===== src/core/cirq_cfg.svh =====
`ifndef CIRQ_CFG_SVH
`define CIRQ_CFG_SVH

// ****************************************************************
// Route encodings and reset defaults
// ****************************************************************
// Interrupt route codes: one hot over three host request lines
`define CIRQ_IRQ_ROUTE_L10 3'h1
`define CIRQ_IRQ_ROUTE_L11 3'h2
`define CIRQ_IRQ_ROUTE_L12 3'h4
// Default interrupt route is the highest of the three lines
`define CIRQ_IRQ_ROUTE_DEFAULT 3'h4
// DMA route codes: one hot over three channels, none by default
`define CIRQ_DMA_ROUTE_CH5 3'h1
`define CIRQ_DMA_ROUTE_CH6 3'h2
`define CIRQ_DMA_ROUTE_CH7 3'h4
`define CIRQ_DMA_ROUTE_DEFAULT 3'h0
// Shared mode off by default
`define CIRQ_SHARED_DEFAULT 1'h0
// Cycles the request line stays low before a new rise in normal mode
`define CIRQ_LOW_GAP_CYCLES 2'h1

`endif


===== src/core/cirq_pkg.sv =====
package cirq_pkg;

	// ****************************************************************
	// Types
	// ****************************************************************
	// Static configuration presented as strap-like inputs
	typedef struct packed {
		logic [2:0] irq_route; // One hot interrupt route
		logic shared; // High selects shared mode
		logic [2:0] dma_route; // One hot DMA route, zero for none
	} cirq_cfg_type;

	// One request-pin triple, oe is active low
	typedef struct packed {
		logic [2:0] o;
		logic [2:0] oe_n;
	} cirq_pins_type;

	// Request sequencer states
	typedef enum logic [1:0] {
		CIRQ_IDLE,
		CIRQ_ACTIVE,
		CIRQ_GAP
	} cirq_state_type;

endpackage


===== src/core/cirq_request.sv =====
`timescale 1ns/100ps
`include "cirq_cfg.svh"

// Functional notes
// - Conversion done raises request on selected line
// - Config selects normal or shared mode
// - Normal mode: always driven, rising edge requests
// - Normal mode: return low before every new rise
// - Normal mode idles low between requests
// - Shared mode: enable driver with data high
// - Shared mode: driver released when nothing pending
// - Conversion done raises DMA request if routed
module cirq_request (
	input wire logic clk,
	input wire logic rstn,
	input wire cirq_pkg::cirq_cfg_type cfg, // Held stable during operation
	input wire logic conv_done, // One-cycle pulse per conversion
	input wire logic irq_ack, // Host service acknowledge pulse
	input wire logic [2:0] dma_ack, // DMA acknowledge per channel
	output cirq_pkg::cirq_pins_type irq_pins, // Three host request lines
	output logic [2:0] dma_req, // Per-channel DMA requests
	output logic pending // Request outstanding
);

	// ****************************************************************
	// Request sequencer
	// ****************************************************************
	// Only one completion is queued while a request is in service; a
	// further one inside that window merges with the queued one
	cirq_pkg::cirq_state_type state_q, state_d;
	logic again_q, again_d; // Conversion seen while busy; not lost
	logic [1:0] gap_q, gap_d; // Low-time counter before next rise

	// Next-state logic for the interrupt request
	always_comb begin
		state_d = state_q;
		again_d = again_q;
		gap_d = gap_q;
		case (state_q)
			cirq_pkg::CIRQ_IDLE: begin
				// Conversion raises the request
				if (conv_done) begin
					state_d = cirq_pkg::CIRQ_ACTIVE;
				end
			end
			cirq_pkg::CIRQ_ACTIVE: begin
				// A completion during service is kept for a new edge
				if (conv_done) begin
					again_d = 1'b1;
				end
				// Service withdraws the request
				if (irq_ack) begin
					state_d = cirq_pkg::CIRQ_GAP;
					gap_d = `CIRQ_LOW_GAP_CYCLES;
				end
			end
			cirq_pkg::CIRQ_GAP: begin
				// Line held low so the next rise is fresh
				if (conv_done) begin
					again_d = 1'b1;
				end
				if (gap_q > 2'h1) begin
					gap_d = gap_q - 2'h1;
				end else if (again_q || conv_done) begin
					state_d = cirq_pkg::CIRQ_ACTIVE;
					again_d = 1'b0;
				end else begin
					state_d = cirq_pkg::CIRQ_IDLE;
				end
			end
			default: begin
				state_d = cirq_pkg::CIRQ_IDLE;
				again_d = 1'b0;
				gap_d = 2'h0;
			end
		endcase
	end

	// Registers of the sequencer
	always_ff @(posedge clk or negedge rstn) begin
		if (!rstn) begin
			state_q <= cirq_pkg::CIRQ_IDLE;
			again_q <= 1'b0;
			gap_q <= 2'h0;
		end else begin
			state_q <= state_d;
			again_q <= again_d;
			gap_q <= gap_d;
		end
	end

	// ****************************************************************
	// Pin drivers
	// ****************************************************************
	cirq_pkg::cirq_pins_type pins_q, pins_d;
	logic [2:0] dma_q, dma_d;

	// Drive levels from state; outputs are registered
	always_comb begin
		logic act;
		act = (state_d == cirq_pkg::CIRQ_ACTIVE);
		pins_d.o = 3'h0;
		pins_d.oe_n = 3'h7;
		if (cfg.shared) begin
			// Data fixed high, enable only while pending
			pins_d.o = cfg.irq_route;
			// Released otherwise so others may signal
			pins_d.oe_n = act ? ~cfg.irq_route : 3'h7;
		end else begin
			// Totem pole always driven, idles low
			pins_d.oe_n = ~cfg.irq_route;
			pins_d.o = act ? cfg.irq_route : 3'h0;
		end
		// DMA request held until acknowledged; set wins
		dma_d = (dma_q & ~dma_ack) | (conv_done ? cfg.dma_route : 3'h0);
	end

	// Output registers; undriven until reset releases
	always_ff @(posedge clk or negedge rstn) begin
		if (!rstn) begin
			pins_q.o <= 3'h0;
			pins_q.oe_n <= 3'h7;
			dma_q <= 3'h0;
		end else begin
			pins_q <= pins_d;
			dma_q <= dma_d;
		end
	end

	// Pins and DMA requests leave straight from flip-flops, so the host
	// never sees a glitch while the sequencer changes state
	assign irq_pins = pins_q;
	assign dma_req = dma_q;
	assign pending = (state_q == cirq_pkg::CIRQ_ACTIVE) || again_q;

	// ****************************************************************
	// Checks
	// ****************************************************************
	// Requests not yet acknowledged, per DMA channel
	logic [2:0] dma_hold;
	assign dma_hold = dma_req & ~dma_ack;

	// Pins follow the next state, so a request shows one edge later
	a_conv_raises: assert property (
		@(posedge clk) disable iff (!rstn)
		(state_q == cirq_pkg::CIRQ_IDLE && conv_done) |=>
		((irq_pins.o & cfg.irq_route) == cfg.irq_route &&
		(irq_pins.oe_n & cfg.irq_route) == 3'h0))
		else $error("request not raised after conversion");
	// Only the selected line is ever enabled; the rest stay released
	a_one_line: assert property (
		@(posedge clk) disable iff (!rstn)
		((irq_pins.oe_n | cfg.irq_route) == 3'h7))
		else $error("unselected request line driven");
	// Normal mode keeps the line driven whatever the sequencer does
	a_normal_driven: assert property (
		@(posedge clk) disable iff (!rstn)
		(!cfg.shared && $stable(cfg)) |=> ##1
		(irq_pins.oe_n == ~cfg.irq_route))
		else $error("normal mode line not driven");
	// The line falls right after service, before any queued rise
	a_fresh_edge: assert property (
		@(posedge clk) disable iff (!rstn)
		(!cfg.shared && state_q == cirq_pkg::CIRQ_ACTIVE && irq_ack)
		|=> ((irq_pins.o & cfg.irq_route) == 3'h0))
		else $error("line not returned low before new request");
	// Shared data input is tied high; only the enable ever moves
	a_shared_high: assert property (
		@(posedge clk) disable iff (!rstn)
		(cfg.shared && $stable(cfg)) |=> ##1
		((irq_pins.o & cfg.irq_route) == cfg.irq_route))
		else $error("shared driver data not high");
	// Nothing pending in shared mode leaves the driver floating
	a_shared_release: assert property (
		@(posedge clk) disable iff (!rstn)
		(cfg.shared && state_q == cirq_pkg::CIRQ_IDLE && !conv_done)
		|=> (irq_pins.oe_n == 3'h7))
		else $error("shared driver not released when idle");
	// Idle level in normal mode is the customary low one
	a_idle_low: assert property (
		@(posedge clk) disable iff (!rstn)
		(!cfg.shared && state_q == cirq_pkg::CIRQ_IDLE && !conv_done)
		|=> (irq_pins.o == 3'h0))
		else $error("normal mode idle level not low");
	// A completion asks every routed channel for a transfer
	a_dma_req: assert property (
		@(posedge clk) disable iff (!rstn)
		conv_done |=> ((dma_req & cfg.dma_route) == cfg.dma_route))
		else $error("DMA request missing after conversion");
	// A DMA request stands until its own channel acknowledges
	a_dma_hold: assert property (
		@(posedge clk) disable iff (!rstn)
		(dma_hold != 3'h0) |=>
		((dma_req & $past(dma_hold)) == $past(dma_hold)))
		else $error("DMA request dropped before acknowledge");
	// An acknowledge with no new completion clears its channel
	a_dma_clear: assert property (
		@(posedge clk) disable iff (!rstn)
		(dma_ack != 3'h0 && !conv_done) |=>
		((dma_req & $past(dma_ack)) == 3'h0))
		else $error("DMA request not cleared by acknowledge");
	// Channels left unrouted never see a request
	a_dma_route_only: assert property (
		@(posedge clk) disable iff (!rstn)
		((dma_req & ~cfg.dma_route) == 3'h0))
		else $error("DMA request on an unrouted channel");
	// Service moves the sequencer out of the active state
	a_ack_withdraw: assert property (
		@(posedge clk) disable iff (!rstn)
		(state_q == cirq_pkg::CIRQ_ACTIVE && irq_ack)
		|=> (state_q == cirq_pkg::CIRQ_GAP))
		else $error("request not withdrawn on acknowledge");
	// Service in shared mode floats the driver at once
	a_shared_withdraw: assert property (
		@(posedge clk) disable iff (!rstn)
		(cfg.shared && state_q == cirq_pkg::CIRQ_ACTIVE && irq_ack)
		|=> (irq_pins.oe_n == 3'h7))
		else $error("shared driver not released after service");
	// Shared mode must not hold the enable while idle
	a_mode_select: assert property (
		@(posedge clk) disable iff (!rstn)
		(cfg.shared && state_q == cirq_pkg::CIRQ_IDLE && !conv_done
		&& $stable(cfg)) |=> ((irq_pins.oe_n & cfg.irq_route) != 3'h0))
		else $error("shared mode drives while idle");

endmodule


===== config.mk =====
export PLATFORM = sky130hd
export DESIGN_NAME = cirq_request
export DESIGN_NICKNAME = d
export VERILOG_FILES = /design/src/core/cirq_pkg.sv /design/src/core/cirq_request.sv
export VERILOG_INCLUDE_DIRS = /design/src /design/src/core
export SDC_FILE = /design/constraint.sdc
export NUM_CORES = 1
export LEC_CHECK = 0
export BUFFER_PORTS_ARGS = -buffer_cell sky130_fd_sc_hd__buf_2
export CORE_MARGIN = 4
export CORE_UTILIZATION = 40
export DETAILED_ROUTE_END_ITERATION = 8
export HOLD_SLACK_MARGIN = 0.15
export PLACE_DENSITY = 0.66
export SKIP_LAST_GASP = 1
export SYNTH_ARGS = -nofsm -noshare
export SYNTH_HDL_FRONTEND = slang
export SYNTH_SLANG_ARGS = --single-unit

===== constraint.sdc =====
create_clock -name clk -period 2.1 [get_ports clk]
set_clock_uncertainty 0.05 [all_clocks]
set_input_delay 0.21 -clock clk [delete_from_list [all_inputs] [get_ports clk]]
set_output_delay 0.21 -clock clk [all_outputs]
set_load 0.005 [all_outputs]

==> insert_results.sql, run 1 <==
INSERT INTO impl_metrics (metric_group, metric, value, unit) VALUES
('outcome', 'outcome', 'finished, final reports clean', ''),
('sta', 'final.period_utilization', '81.6', '%'),
('synthesis', 'yosys.cell_types.count', '25', ''),
('synthesis', 'synthesis.nets', '91', ''),
('clock_network', 'ctsRootBufferMaster', 'clkbuf_4', ''),
('sta', 'report.final.setup_viol', '0', ''),
('floorplan', 'die_h', '51.4', 'um'),
('detailed_routing', 'routed_via_density', '4.87', ''),
('floorplan', 'num_rows', '15', ''),
('hold_path', 'holdPathEnd', 'again_q$_DFFE_PN0N_', ''),
('hold_path', 'worstHoldPathCells', '3', ''),
('critical_path', 'setup.worst_path.start', 'state_q[1]$_DFF_PN0_', ''),
('synthesis', 'ys_top_cells_by_area', 'dfrtp_1, dfstp_2, ha_1', ''),
('clock_network', 'post-cts-setup-buffer-count', '0', ''),
('clock_network', 'clock_edge_transition_at_the_registers_on_the_reported_setup_and_hold_paths', '0.08', 'ns'),
('synthesis', 'synth_cells', '72', ''),
('sta', 'worst-slew-pin-transition', '0.381', 'ns'),
('critical_path', 'cp.required', '1.84', 'ns'),
('sta', 'timing.final.hold_violations', '0', ''),
('final_layout', 'post_route_cells_drive_above_1_share', '32.1', '%'),
('detailed_routing', 'route.vias.total', '653', ''),
('critical_path', 'reg2reg_setup_slack', '0.45', 'ns'),
('critical_path', 'rr_endpoint', 'irq_pins[4]$_DFF_PN0_', ''),
('synthesis', 'syn_area', '752', 'um^2'),
('clock_network', 'numCtsBuffers', '3', ''),
('floorplan', 'die_w', '51.4', 'um'),
('final_layout', 'stdcell_count', '134', ''),
('critical_path', 'r2r_start', 'state_q[1]$_DFF_PN0_', ''),
('critical_path', 'worstSetupPathType', 'flip-flop to output pin', ''),
('clock_network', 'worst_skew_pair.late_latency', '0.27', 'ns'),
('critical_path', 'worst-r2r-cell-count', '5', ''),
('grt', 'grt_pass1_wl', '2690', 'um'),
('clock_network', 'clockBufferDepth', '2', ''),
('detailed_routing', 'drtPass1Iterations', '4', ''),
('placement', 'dp_hpwl', '1220', 'um'),
('critical_path', 'critPathArrivalTime', '1.45', 'ns'),
('detailed_routing', 'drc_errors', '0', ''),
('clock_network', 'cts_tree', 'yes', ''),
('sta', 'slew-limit-headroom', '74.2', '%'),
('critical_path', 'worstSetupStartpointType', 'flip-flop', ''),
('sta', 'setup_tns', '0', 'ns'),
('placement', 'gpl.final_weighted_congestion', '0.890', ''),
('detailed_routing', 'route.detailed.wl_per_inst', '11.8', 'um'),
('floorplan', 'initial_core_util', '43.1', '%'),
('final_layout', 'n_antenna_cell', '0', ''),
('synthesis', 'yosysWarningCount', '0', ''),
('synthesis', 'synth.largest_area_cell', 'dfrtp_1', ''),
('sta', 'final_critical_delay_including_setup_and_external_delays', '1.71', 'ns'),
('floorplan', 'floorplan.die_area', '2640', 'um^2'),
('synthesis', 'synth-seq-area-share', '47.1', '%'),
('pwr', 'power.density_cell_area', '1080', 'nW/um^2'),
('synthesis', 'synth.avg_cell_area', '10.4', 'um^2'),
('run', 'max_cap_violations', '0', ''),
('floorplan', 'core_area', '1750', 'um^2'),
('hold_path', 'hold_removal_path_class', 'input port to flip-flop', ''),
('grt', 'grt_antenna_before_repair', '0', ''),
('detailed_routing', 'finalWirelength', '1580', 'um'),
('pwr', 'max-vdd-ir-drop', '0.669', 'mV'),
('placement', 'portBuffers', '23', ''),
('detailed_routing', 'ant_nets', '0', ''),
('clock_network', 'h_tree_lvls', '1', ''),
('critical_path', 'critical_path.endpoint_type', 'output pin', ''),
('grt', 'grt_pass1_vias', '624', ''),
('synthesis', 'synth_largest_type_area_fraction', '36.6', '%'),
('pwr', 'power.static_leakage', '0.505', 'nW'),
('grt', 'grt.overflow.total', '0', ''),
('detailed_routing', 'drt_iter0_drc', '12', ''),
('grt', 'grt_start_max_net_pins', '15', ''),
('clock_network', 'cts.sinks', '14', ''),
('final_layout', 'layout.nets', '129', ''),
('grt', 'track_usage', '14.0', '%'),
('final_layout', 'flow.area_growth_from_synthesis', '37.6', '%'),
('hold_path', 'min-delay-start', 'conv_done', ''),
('critical_path', 'largest_fanout_of_any_net_on_the_critical_path', '5', ''),
('synthesis', 'synth-seq-cells', '14', ''),
('sta', 'clock.fmax', '583', 'MHz'),
('sta', 'slew_violations', '0', ''),
('placement', 'numPlacedInstances', '120', ''),
('floorplan', 'floorplan.io_pins', '24', ''),
('sta', 'grt_setup_unrepaired', 'false', '');
[cells in the final DEF, fill, tap and decap left out, types with 2 or more instances in the layout]
cell,count
dfrtp_1,11
ha_1,5
a21oi_1,3
clkbuf_4,3
a211o_1,2
a211oi_1,4
nor2b_1,4
a311oi_1,2
mux2i_1,2
o21ai_0,4
inv_1,14
o211ai_1,3
nand2_1,3
dlygate4sd3_1,10
dfstp_2,3
buf_2,23
[sequential cells by signal (all words and copies together) (netlist names)]
signal and flops:
irq_pins 6, dma_req 3, gap_q 2, state_q 2
again_q 1
[kinds of logic (layout without fill, tap and decap cells)]
family          count (synthesis)  count (layout)  share of synthesized area, %
flops                          14              14                          47.1
mux                             2               2                          2.66
buf+inv                        14              51                          6.99
fa+ha+maj                       5               5                          8.32
simple gates                   14              14                          11.8
compound gates                 23              23                          23.1
[where the power goes]
group          internal [mW]  total, mW  switching (mW)
clock network          0.105      0.189          0.0833
registers              0.359      0.407          0.0478
logic                  0.259      0.527           0.268
[worst max path at each step]
stage               slack, ns                     to  depth (start not counted)
floorplan                0.61  irq_pins[3]$_DFF_PN0_                          4
global placement         0.44  irq_pins[5]$_DFF_PN0_                          5
detailed placement       0.44  irq_pins[4]$_DFF_PN0_                          5
CTS                      0.37                pending                          4
global route             0.30                pending                          4
finish                   0.39                pending                          4
[layout make-up]
cell class              instances  area, um^2
fillers                       148         711
flip-flops and latches         14         354
multi-input cells              44         345
repair buffers                 33         215
inverters                      14        52.6
clock buffers                   4        36.3
well taps                      25        31.3
[worst max-delay path, stage by stage (launching register included)]
cell	delay (ns)
dfrtp_1	0.40
inv_1	0.08
ha_1	0.24
or2_2	0.32
buf_2	0.14
[metrics by stage]
stage / setup WS, ns / area (um^2) / total power [mW] / utilization (%) / hold WS [ns]
5_1_grt: 0.302 / 1030 / 1.22 / 59.3 / 0.262
3_5_place_dp: 0.440 / 898 / 0.922 / 51.5 / 0.0731
6_report: 0.386 / 1030 / 1.12 / 59.3 / 0.281
3_3_place_gp: 0.444 / 898 / 0.915 / 51.5 / 0.0692
4_1_cts: 0.365 / 1030 / 1.14 / 59.3 / 0.258
2_1_floorplan: 0.614 / 752 / 0.767 / - / -0.136
[repair_timing]
action / in CTS / in global routing
resized for setup: 0 / 0
setup endpoints to repair: 0 / 0
hold buffers: 10 / 0
hold endpoints to repair: 23 / 0
[metal layers]
metal | track usage (%) | routed length, um | up-vias
met1 | 16.4 | 730 | 296
met5 | 0 | 0 | -
li1 | - | - | 332
met2 | 22.5 | 694 | 21
met4 | 9.17 | 37 | 0
met3 | 3.50 | 119 | 4
[synthesized netlist by cell type]
library cell / n
ha_1: 5
nand2b_1: 1
o311a_2: 1
a311o_1: 1
o221a_2: 1
o211ai_1: 3
a21oi_1: 3
mux2i_1: 2
nor2b_1: 4
a211oi_1: 4
and4bb_2: 1
dfstp_2: 3
nand3_1: 1
nand3b_1: 1
nand2_1: 3
or2_2: 1
a211o_1: 2
a311oi_1: 2
o311ai_1: 1
or2_1: 1
o21ai_0: 4
a21bo_2: 1
inv_1: 14
or3b_1: 1
dfrtp_1: 11
Power figures use the tool's default switching activity.
==> run 2, diff against run 1 <==
ABC_AREA = 1   (was not set)
PLACE_DENSITY = 0.67   (was 0.66)
clock period = 1.6 ns   (was 2.1 ns; I/O delays follow)
==> insert_results.sql, run 2 <==
INSERT INTO impl_metrics (metric_group, metric, value, unit) VALUES
('synthesis', 'synth.avg_cell_area', '8.87', 'um^2'),
('floorplan', 'initial_core_util', '43.9', '%'),
('final_layout', 'stdcell_count', '134', ''),
('clock_network', 'numCtsBuffers', '3', ''),
('sta', 'final_critical_delay_including_setup_and_external_delays', '1.55', 'ns'),
('critical_path', 'critical_path.endpoint_type', 'flip-flop', ''),
('critical_path', 'largest_fanout_of_any_net_on_the_critical_path', '5', ''),
('critical_path', 'worstSetupPathType', 'flip-flop to flip-flop', ''),
('synthesis', 'postSynth.asyncResetShare', '100', '%'),
('clock_network', 'worst_skew_pair.late_latency', '0.28', 'ns'),
('clock_network', 'h_tree_lvls', '1', ''),
('synthesis', 'synth-seq-cells', '14', ''),
('synthesis', 'yosys.cell_types.count', '15', ''),
('final_layout', 'largest_register_ff_count', '6', ''),
('final_layout', 'n_antenna_cell', '0', ''),
('synthesis', 'ys_top_cells_by_count', 'inv_1, nand2_1, dfrtp_1', ''),
('synthesis', 'ys_top_cells_by_area', 'dfrtp_1, dfstp_2, inv_1', ''),
('clock_network', 'clock_edge_transition_at_the_registers_on_the_reported_setup_and_hold_paths', '0.08', 'ns'),
('detailed_routing', 'finalWirelength', '1600', 'um'),
('final_layout', 'most-common-layout-cells', 'buf_2, inv_1, nand2_1', ''),
('grt', 'track_usage', '14.0', '%'),
('detailed_routing', 'drtPass1Iterations', '4', ''),
('synthesis', 'synth-edff-count', '0', ''),
('placement', 'dp_hpwl', '1050', 'um'),
('floorplan', 'num_rows', '14', ''),
('floorplan', 'floorplan.io_pins', '24', ''),
('synthesis', 'synth_cells', '78', ''),
('sta', 'slew-limit-headroom', '80.0', '%'),
('detailed_routing', 'drt_iter0_drc', '34', ''),
('grt', 'grt_pass1_wl', '2670', 'um'),
('synthesis', 'synth-seq-area-share', '51.2', '%'),
('critical_path', 'cp.required', '1.76', 'ns'),
('grt', 'grt.overflow.total', '0', ''),
('synthesis', 'synth.most_common_cell', 'inv_1', ''),
('synthesis', 'synthesis.nets', '97', ''),
('floorplan', 'die_w', '49.6', 'um'),
('clock_network', 'clockBufferDepth', '2', ''),
('clock_network', 'ctsRootBufferMaster', 'clkbuf_4', ''),
('sta', 'report.final.setup_viol', '0', ''),
('run', 'max_cap_violations', '0', ''),
('grt', 'grt_start_max_net_pins', '15', ''),
('detailed_routing', 'drc_errors', '0', ''),
('detailed_routing', 'routed_via_density', '4.91', ''),
('placement', 'numPlacedInstances', '117', ''),
('detailed_routing', 'route.vias.total', '658', ''),
('critical_path', 'worstSetupStartpointType', 'flip-flop', ''),
('placement', 'portBuffers', '23', ''),
('clock_network', 'cts.sinks', '14', ''),
('pwr', 'power.density_cell_area', '1400', 'nW/um^2'),
('placement', 'total_cell_area_at_the_placement_stage', '827', 'um^2'),
('sta', 'slew_violations', '0', ''),
('detailed_routing', 'route.detailed.wl_per_inst', '11.9', 'um'),
('grt', 'grt_antenna_before_repair', '0', ''),
('outcome', 'outcome', 'finished, final reports clean', ''),
('final_layout', 'post_route_cells_drive_above_1_share', '33.1', '%'),
('synthesis', 'synth.largest_area_cell', 'dfrtp_1', ''),
('sta', 'setup_tns', '0', 'ns'),
('pwr', 'max-vdd-ir-drop', '0.671', 'mV'),
('sta', 'timing.final.hold_violations', '0', ''),
('synthesis', 'yosysWarningCount', '0', ''),
('detailed_routing', 'ant_nets', '0', ''),
('floorplan', 'core_area', '1580', 'um^2'),
('final_layout', 'fin_area', '996', 'um^2'),
('final_layout', 'mostFrequentLayoutCell', 'buf_2', ''),
('sta', 'worst-slew-pin-transition', '0.301', 'ns'),
('final_layout', 'n_fill_cell', '126', ''),
('synthesis', 'ys.flop_type', 'dfrtp_1', ''),
('floorplan', 'floorplan.die_area', '2460', 'um^2'),
('placement', 'gpl.final_weighted_congestion', '0.769', ''),
('sta', 'final.period_utilization', '96.8', '%'),
('sta', 'grt_setup_unrepaired', 'true', ''),
('critical_path', 'critPathArrivalTime', '1.70', 'ns'),
('final_layout', 'layout.nets', '138', ''),
('floorplan', 'die_h', '49.6', 'um'),
('sta', 'clock.fmax', '646', 'MHz'),
('synthesis', 'synth_largest_type_area_fraction', '39.8', '%'),
('grt', 'grt_pass1_vias', '644', ''),
('synthesis', 'syn_area', '692', 'um^2'),
('pwr', 'power.static_leakage', '0.530', 'nW'),
('clock_network', 'cts_tree', 'yes', ''),
('final_layout', 'flow.area_growth_from_synthesis', '43.9', '%'),
('hold_path', 'hold_removal_path_class', 'input port to flip-flop', '');
## run 2: final timing paths
check                                      from                    end  slack (ns)  cells after the start
max                        state_q[1]$_DFF_PN0_  irq_pins[3]$_DFF_PN0_        0.05                      7
min                                     irq_ack   state_q[0]$_DFF_PN0_        0.20                      4
max reg2reg                state_q[1]$_DFF_PN0_  irq_pins[3]$_DFF_PN0_        0.05                      7
min reg2reg                gap_q[0]$_DFFE_PN0P_   gap_q[0]$_DFFE_PN0P_        0.53                      2
max in group asynchronous                  rstn  irq_pins[2]$_DFF_PN1_        0.98                      2
min in group asynchronous                  rstn   dma_req[1]$_DFF_PN0_        0.23                      2
## run 2: cell type report
cell class	instances	area, um^2	share of cell area, %
flip-flops and latches	14	354	35.6
multi-input cells	46	278	27.9
repair buffers	36	240	24.1
inverters	18	67.6	6.78
clock buffers	4	36.3	3.64
well taps	16	20.0	2.01
## run 2: report_power, final
| group | switching (mW) | total, mW | internal, mW | leakage [nW] |
|---|---|---|---|---|
| logic | 0.370 | 0.625 | 0.255 | 0.337 |
| clock network | 0.118 | 0.257 | 0.138 | 0.0210 |
| registers | 0.0476 | 0.509 | 0.462 | 0.172 |
## run 2: timing repair
item,CTS,global route
endpoints found under the hold margin,23,0
hold buffers,11,0
resized for setup,0,2
setup endpoints to repair,0,8
buffers inserted,0,2
## run 2: kinds of logic after synthesis
family | after synthesis | share of synthesized area [%]
AND/OR/NAND/NOR | 24 | 17.2
buffers and inverters | 18 | 9.76
AO/OA/AOI/OAI | 17 | 12.8
flip-flops | 14 | 51.2
adder cells (fa/ha/maj) | 5 | 9.04
## run 2: stage by stage
step	power (mW)	hold WS, ns	setup slack [ns]	utilization [%]
6_report	1.39	0.204	0.0513	63.2
5_1_grt	1.51	0.230	-0.0374	63.2
4_1_cts	1.33	0.194	0.0824	61.7
3_5_place_dp	1.05	0.0184	0.0989	52.5
3_3_place_gp	1.04	0.0153	0.135	52.5
2_1_floorplan	0.881	-0.186	0.270	-
## run 2: worst max-delay path, stage by stage, from the launching register on
cell	delay (ns)
dfrtp_1	0.41
buf_4	0.15
ha_1	0.26
nand4_1	0.14
nand2_1	0.07
nor2_1	0.11
nand3_2	0.13
a21oi_1	0.16
## run 2: per-layer routing
| layer | up-vias | track usage, % | part of all wire, % |
|---|---|---|---|
| met5 | - | 0 | 0 |
| met4 | 0 | 6.91 | 1.1 |
| met3 | 3 | 3.01 | 6.8 |
| met2 | 34 | 23.8 | 47 |
| met1 | 293 | 16.4 | 45 |
| li1 | 328 | - | - |
==> run 3, diff against run 2 <==
RECOVER_POWER = 50   (was not set)
==> insert_results.sql, run 3 (synthesis gave the netlist of run 2 again) <==
INSERT INTO impl_metrics (metric_group, metric, value, unit) VALUES
('outcome', 'outcome', 'finished, final reports clean', ''),
('sta', 'final.period_utilization', '96.8', '%'),
('clock_network', 'numCtsBuffers', '3', ''),
('detailed_routing', 'route.detailed.wl_per_inst', '11.8', 'um'),
('sta', 'clock.fmax', '646', 'MHz'),
('final_layout', 'post_route_cells_drive_above_1_share', '29.7', '%'),
('grt', 'grt_start_max_net_pins', '15', ''),
('pwr', 'max-vdd-ir-drop', '0.667', 'mV'),
('critical_path', 'cp.required', '1.75', 'ns'),
('critical_path', 'worstSetupStartpointType', 'flip-flop', ''),
('clock_network', 'h_tree_lvls', '1', ''),
('final_layout', 'n_fill_cell', '128', ''),
('clock_network', 'clock_edge_transition_at_the_registers_on_the_reported_setup_and_hold_paths', '0.08', 'ns'),
('final_layout', 'postLayoutCoreUtil', '62.9', '%'),
('detailed_routing', 'route.vias.total', '655', ''),
('placement', 'numPlacedInstances', '117', ''),
('detailed_routing', 'drtPass1Iterations', '4', ''),
('critical_path', 'reg2reg_setup_slack', '0.05', 'ns'),
('detailed_routing', 'drc_errors', '0', ''),
('hold_path', 'holdPathEnd', 'state_q[0]$_DFF_PN0_', ''),
('final_layout', 'n_antenna_cell', '0', ''),
('hold_path', 'worstHoldPathCells', '4', ''),
('sta', 'timing.final.hold_violations', '0', ''),
('detailed_routing', 'routed_via_density', '4.89', ''),
('clock_network', 'ctsRootBufferMaster', 'clkbuf_4', ''),
('placement', 'dp_hpwl', '1050', 'um'),
('final_layout', 'multi_input_area', '278', 'um^2'),
('clock_network', 'cts_tree', 'yes', ''),
('critical_path', 'largest_fanout_of_any_net_on_the_critical_path', '5', ''),
('grt', 'grt_pass1_wl', '2670', 'um'),
('final_layout', 'largest_register_ff_count', '6', ''),
('critical_path', 'rr_endpoint', 'irq_pins[3]$_DFF_PN0_', ''),
('critical_path', 'critical_path.top_delay_family', 'simple AND/OR/NAND/NOR gates', ''),
('final_layout', 'stdcell_count', '134', ''),
('final_layout', 'layout.nets', '138', ''),
('floorplan', 'num_rows', '14', ''),
('hold_path', 'min-delay-start', 'irq_ack', ''),
('critical_path', 'timing.critical_path.slowest_stage_cell', 'dfrtp_1', ''),
('clock_network', 'cts.sinks', '14', ''),
('grt', 'grt.overflow.total', '0', ''),
('critical_path', 'critPathArrivalTime', '1.70', 'ns'),
('critical_path', 'cpPeakStageDelay', '0.41', 'ns'),
('final_layout', 'most-common-layout-cells', 'buf_2, inv_1, nand2_1', ''),
('critical_path', 'r2r_start', 'state_q[1]$_DFF_PN0_', ''),
('grt', 'grt_antenna_before_repair', '0', ''),
('sta', 'slew-limit-headroom', '52.2', '%'),
('placement', 'total_cell_area_at_the_placement_stage', '827', 'um^2'),
('final_layout', 'mostFrequentLayoutCell', 'buf_2', ''),
('floorplan', 'initial_core_util', '43.9', '%'),
('critical_path', 'worst-path-buf-inv', '1', ''),
('run', 'max_cap_violations', '0', ''),
('clock_network', 'clockBufferDepth', '2', ''),
('floorplan', 'die_w', '49.6', 'um'),
('pwr', 'power.static_leakage', '0.517', 'nW'),
('placement', 'gpl.final_weighted_congestion', '0.769', ''),
('grt', 'track_usage', '14.0', '%'),
('placement', 'pre_cts_ws', '0.0989', 'ns'),
('sta', 'grt_setup_unrepaired', 'true', ''),
('sta', 'worst-slew-pin-transition', '0.717', 'ns'),
('floorplan', 'floorplan.die_area', '2460', 'um^2'),
('grt', 'grt_pass1_vias', '644', ''),
('pwr', 'power.density_cell_area', '1390', 'nW/um^2'),
('clock_network', 'worst_skew_pair.late_latency', '0.28', 'ns'),
('final_layout', 'seqCellArea', '354', 'um^2'),
('sta', 'report.final.setup_viol', '0', ''),
('sta', 'final_critical_delay_including_setup_and_external_delays', '1.55', 'ns'),
('final_layout', 'fin_area', '991', 'um^2'),
('sta', 'slew_violations', '0', ''),
('floorplan', 'core_area', '1580', 'um^2'),
('hold_path', 'hold_removal_path_class', 'input port to flip-flop', ''),
('placement', 'portBuffers', '23', ''),
('sta', 'setup_ws', '0.0518', 'ns'),
('detailed_routing', 'ant_nets', '0', ''),
('final_layout', 'flow.area_growth_from_synthesis', '43.2', '%'),
('critical_path', 'worst-r2r-cell-count', '7', ''),
('detailed_routing', 'finalWirelength', '1580', 'um'),
('floorplan', 'die_h', '49.6', 'um'),
('critical_path', 'worstSetupPathType', 'flip-flop to flip-flop', ''),
('sta', 'finalHoldWorstSlack', '0.205', 'ns'),
('critical_path', 'critical_path.endpoint_type', 'flip-flop', ''),
('detailed_routing', 'drt_iter0_drc', '32', ''),
('critical_path', 'worstPathCellList', 'buf_4, ha_1, nand4_1, nand2_1, nor2_1, nand3_2, a21oi_1', ''),
('floorplan', 'floorplan.io_pins', '24', '');
-- run 3: changes by cell type in the layout (fill, tap and decap cells not counted) --
cell / delta
buf_2: -4
clkbuf_1: +4
-- run 3: layout make-up --
| class | instances | area share [%] |
|---|---|---|
| sequential | 14 | 35.7 |
| clock buffer | 4 | 3.66 |
| timing repair buffer | 36 | 23.7 |
| inverter | 18 | 6.82 |
| multi-input combinational | 46 | 28.0 |
| tap | 16 | 2.02 |
-- run 3: through the flow --
step	power, mW	TNS, ns
floorplan	0.881	0
global placement	1.04	0
detailed placement	1.05	0
CTS	1.33	0
global route	1.51	-0.0986
finish	1.38	0
-- run 3: where the power goes --
group | switching [mW] | internal [mW]
combinational | 0.368 | 0.249
clock | 0.115 | 0.138
sequential | 0.0482 | 0.462
total | 0.531 | 0.850
-- run 3: what timing repair did --
action | CTS | global route
setup buffers | 0 | 2
hold buffers | 11 | 0
resized for setup | 0 | 2
endpoints found under the hold margin | 23 | 0
endpoints found under the setup margin | 0 | 8
-- run 3: worst max path at each step --
stage | to | cells after the start | start | slack, ns
final | irq_pins[3]$_DFF_PN0_ | 7 | state_q[1]$_DFF_PN0_ | 0.05
after global routing | irq_pins[3]$_DFF_PN0_ | 8 | state_q[1]$_DFF_PN0_ | -0.04
after CTS | irq_pins[3]$_DFF_PN0_ | 8 | state_q[1]$_DFF_PN0_ | 0.08
after detailed placement | irq_pins[3]$_DFF_PN0_ | 8 | state_q[1]$_DFF_PN0_ | 0.1
after global placement | irq_pins[3]$_DFF_PN0_ | 8 | state_q[1]$_DFF_PN0_ | 0.13
after floorplan | irq_pins[0]$_DFF_PN1_ | 9 | state_q[1]$_DFF_PN0_ | 0.27
-- run 3: worst reg2reg max path, stage by stage (launching register included) --
cell     delay, ns
dfrtp_1       0.41
buf_4         0.15
ha_1          0.26
nand4_1       0.14
nand2_1       0.07
nor2_1        0.11
nand3_2       0.13
a21oi_1       0.16
-- run 3: per-layer routing --
layer	share of wire [%]	wire length, um	global-route usage (%)
met5	0	0	0
met1	45	708	16.4
met4	1.9	30	6.91
met2	46	726	23.8
met3	7.0	111	3.01
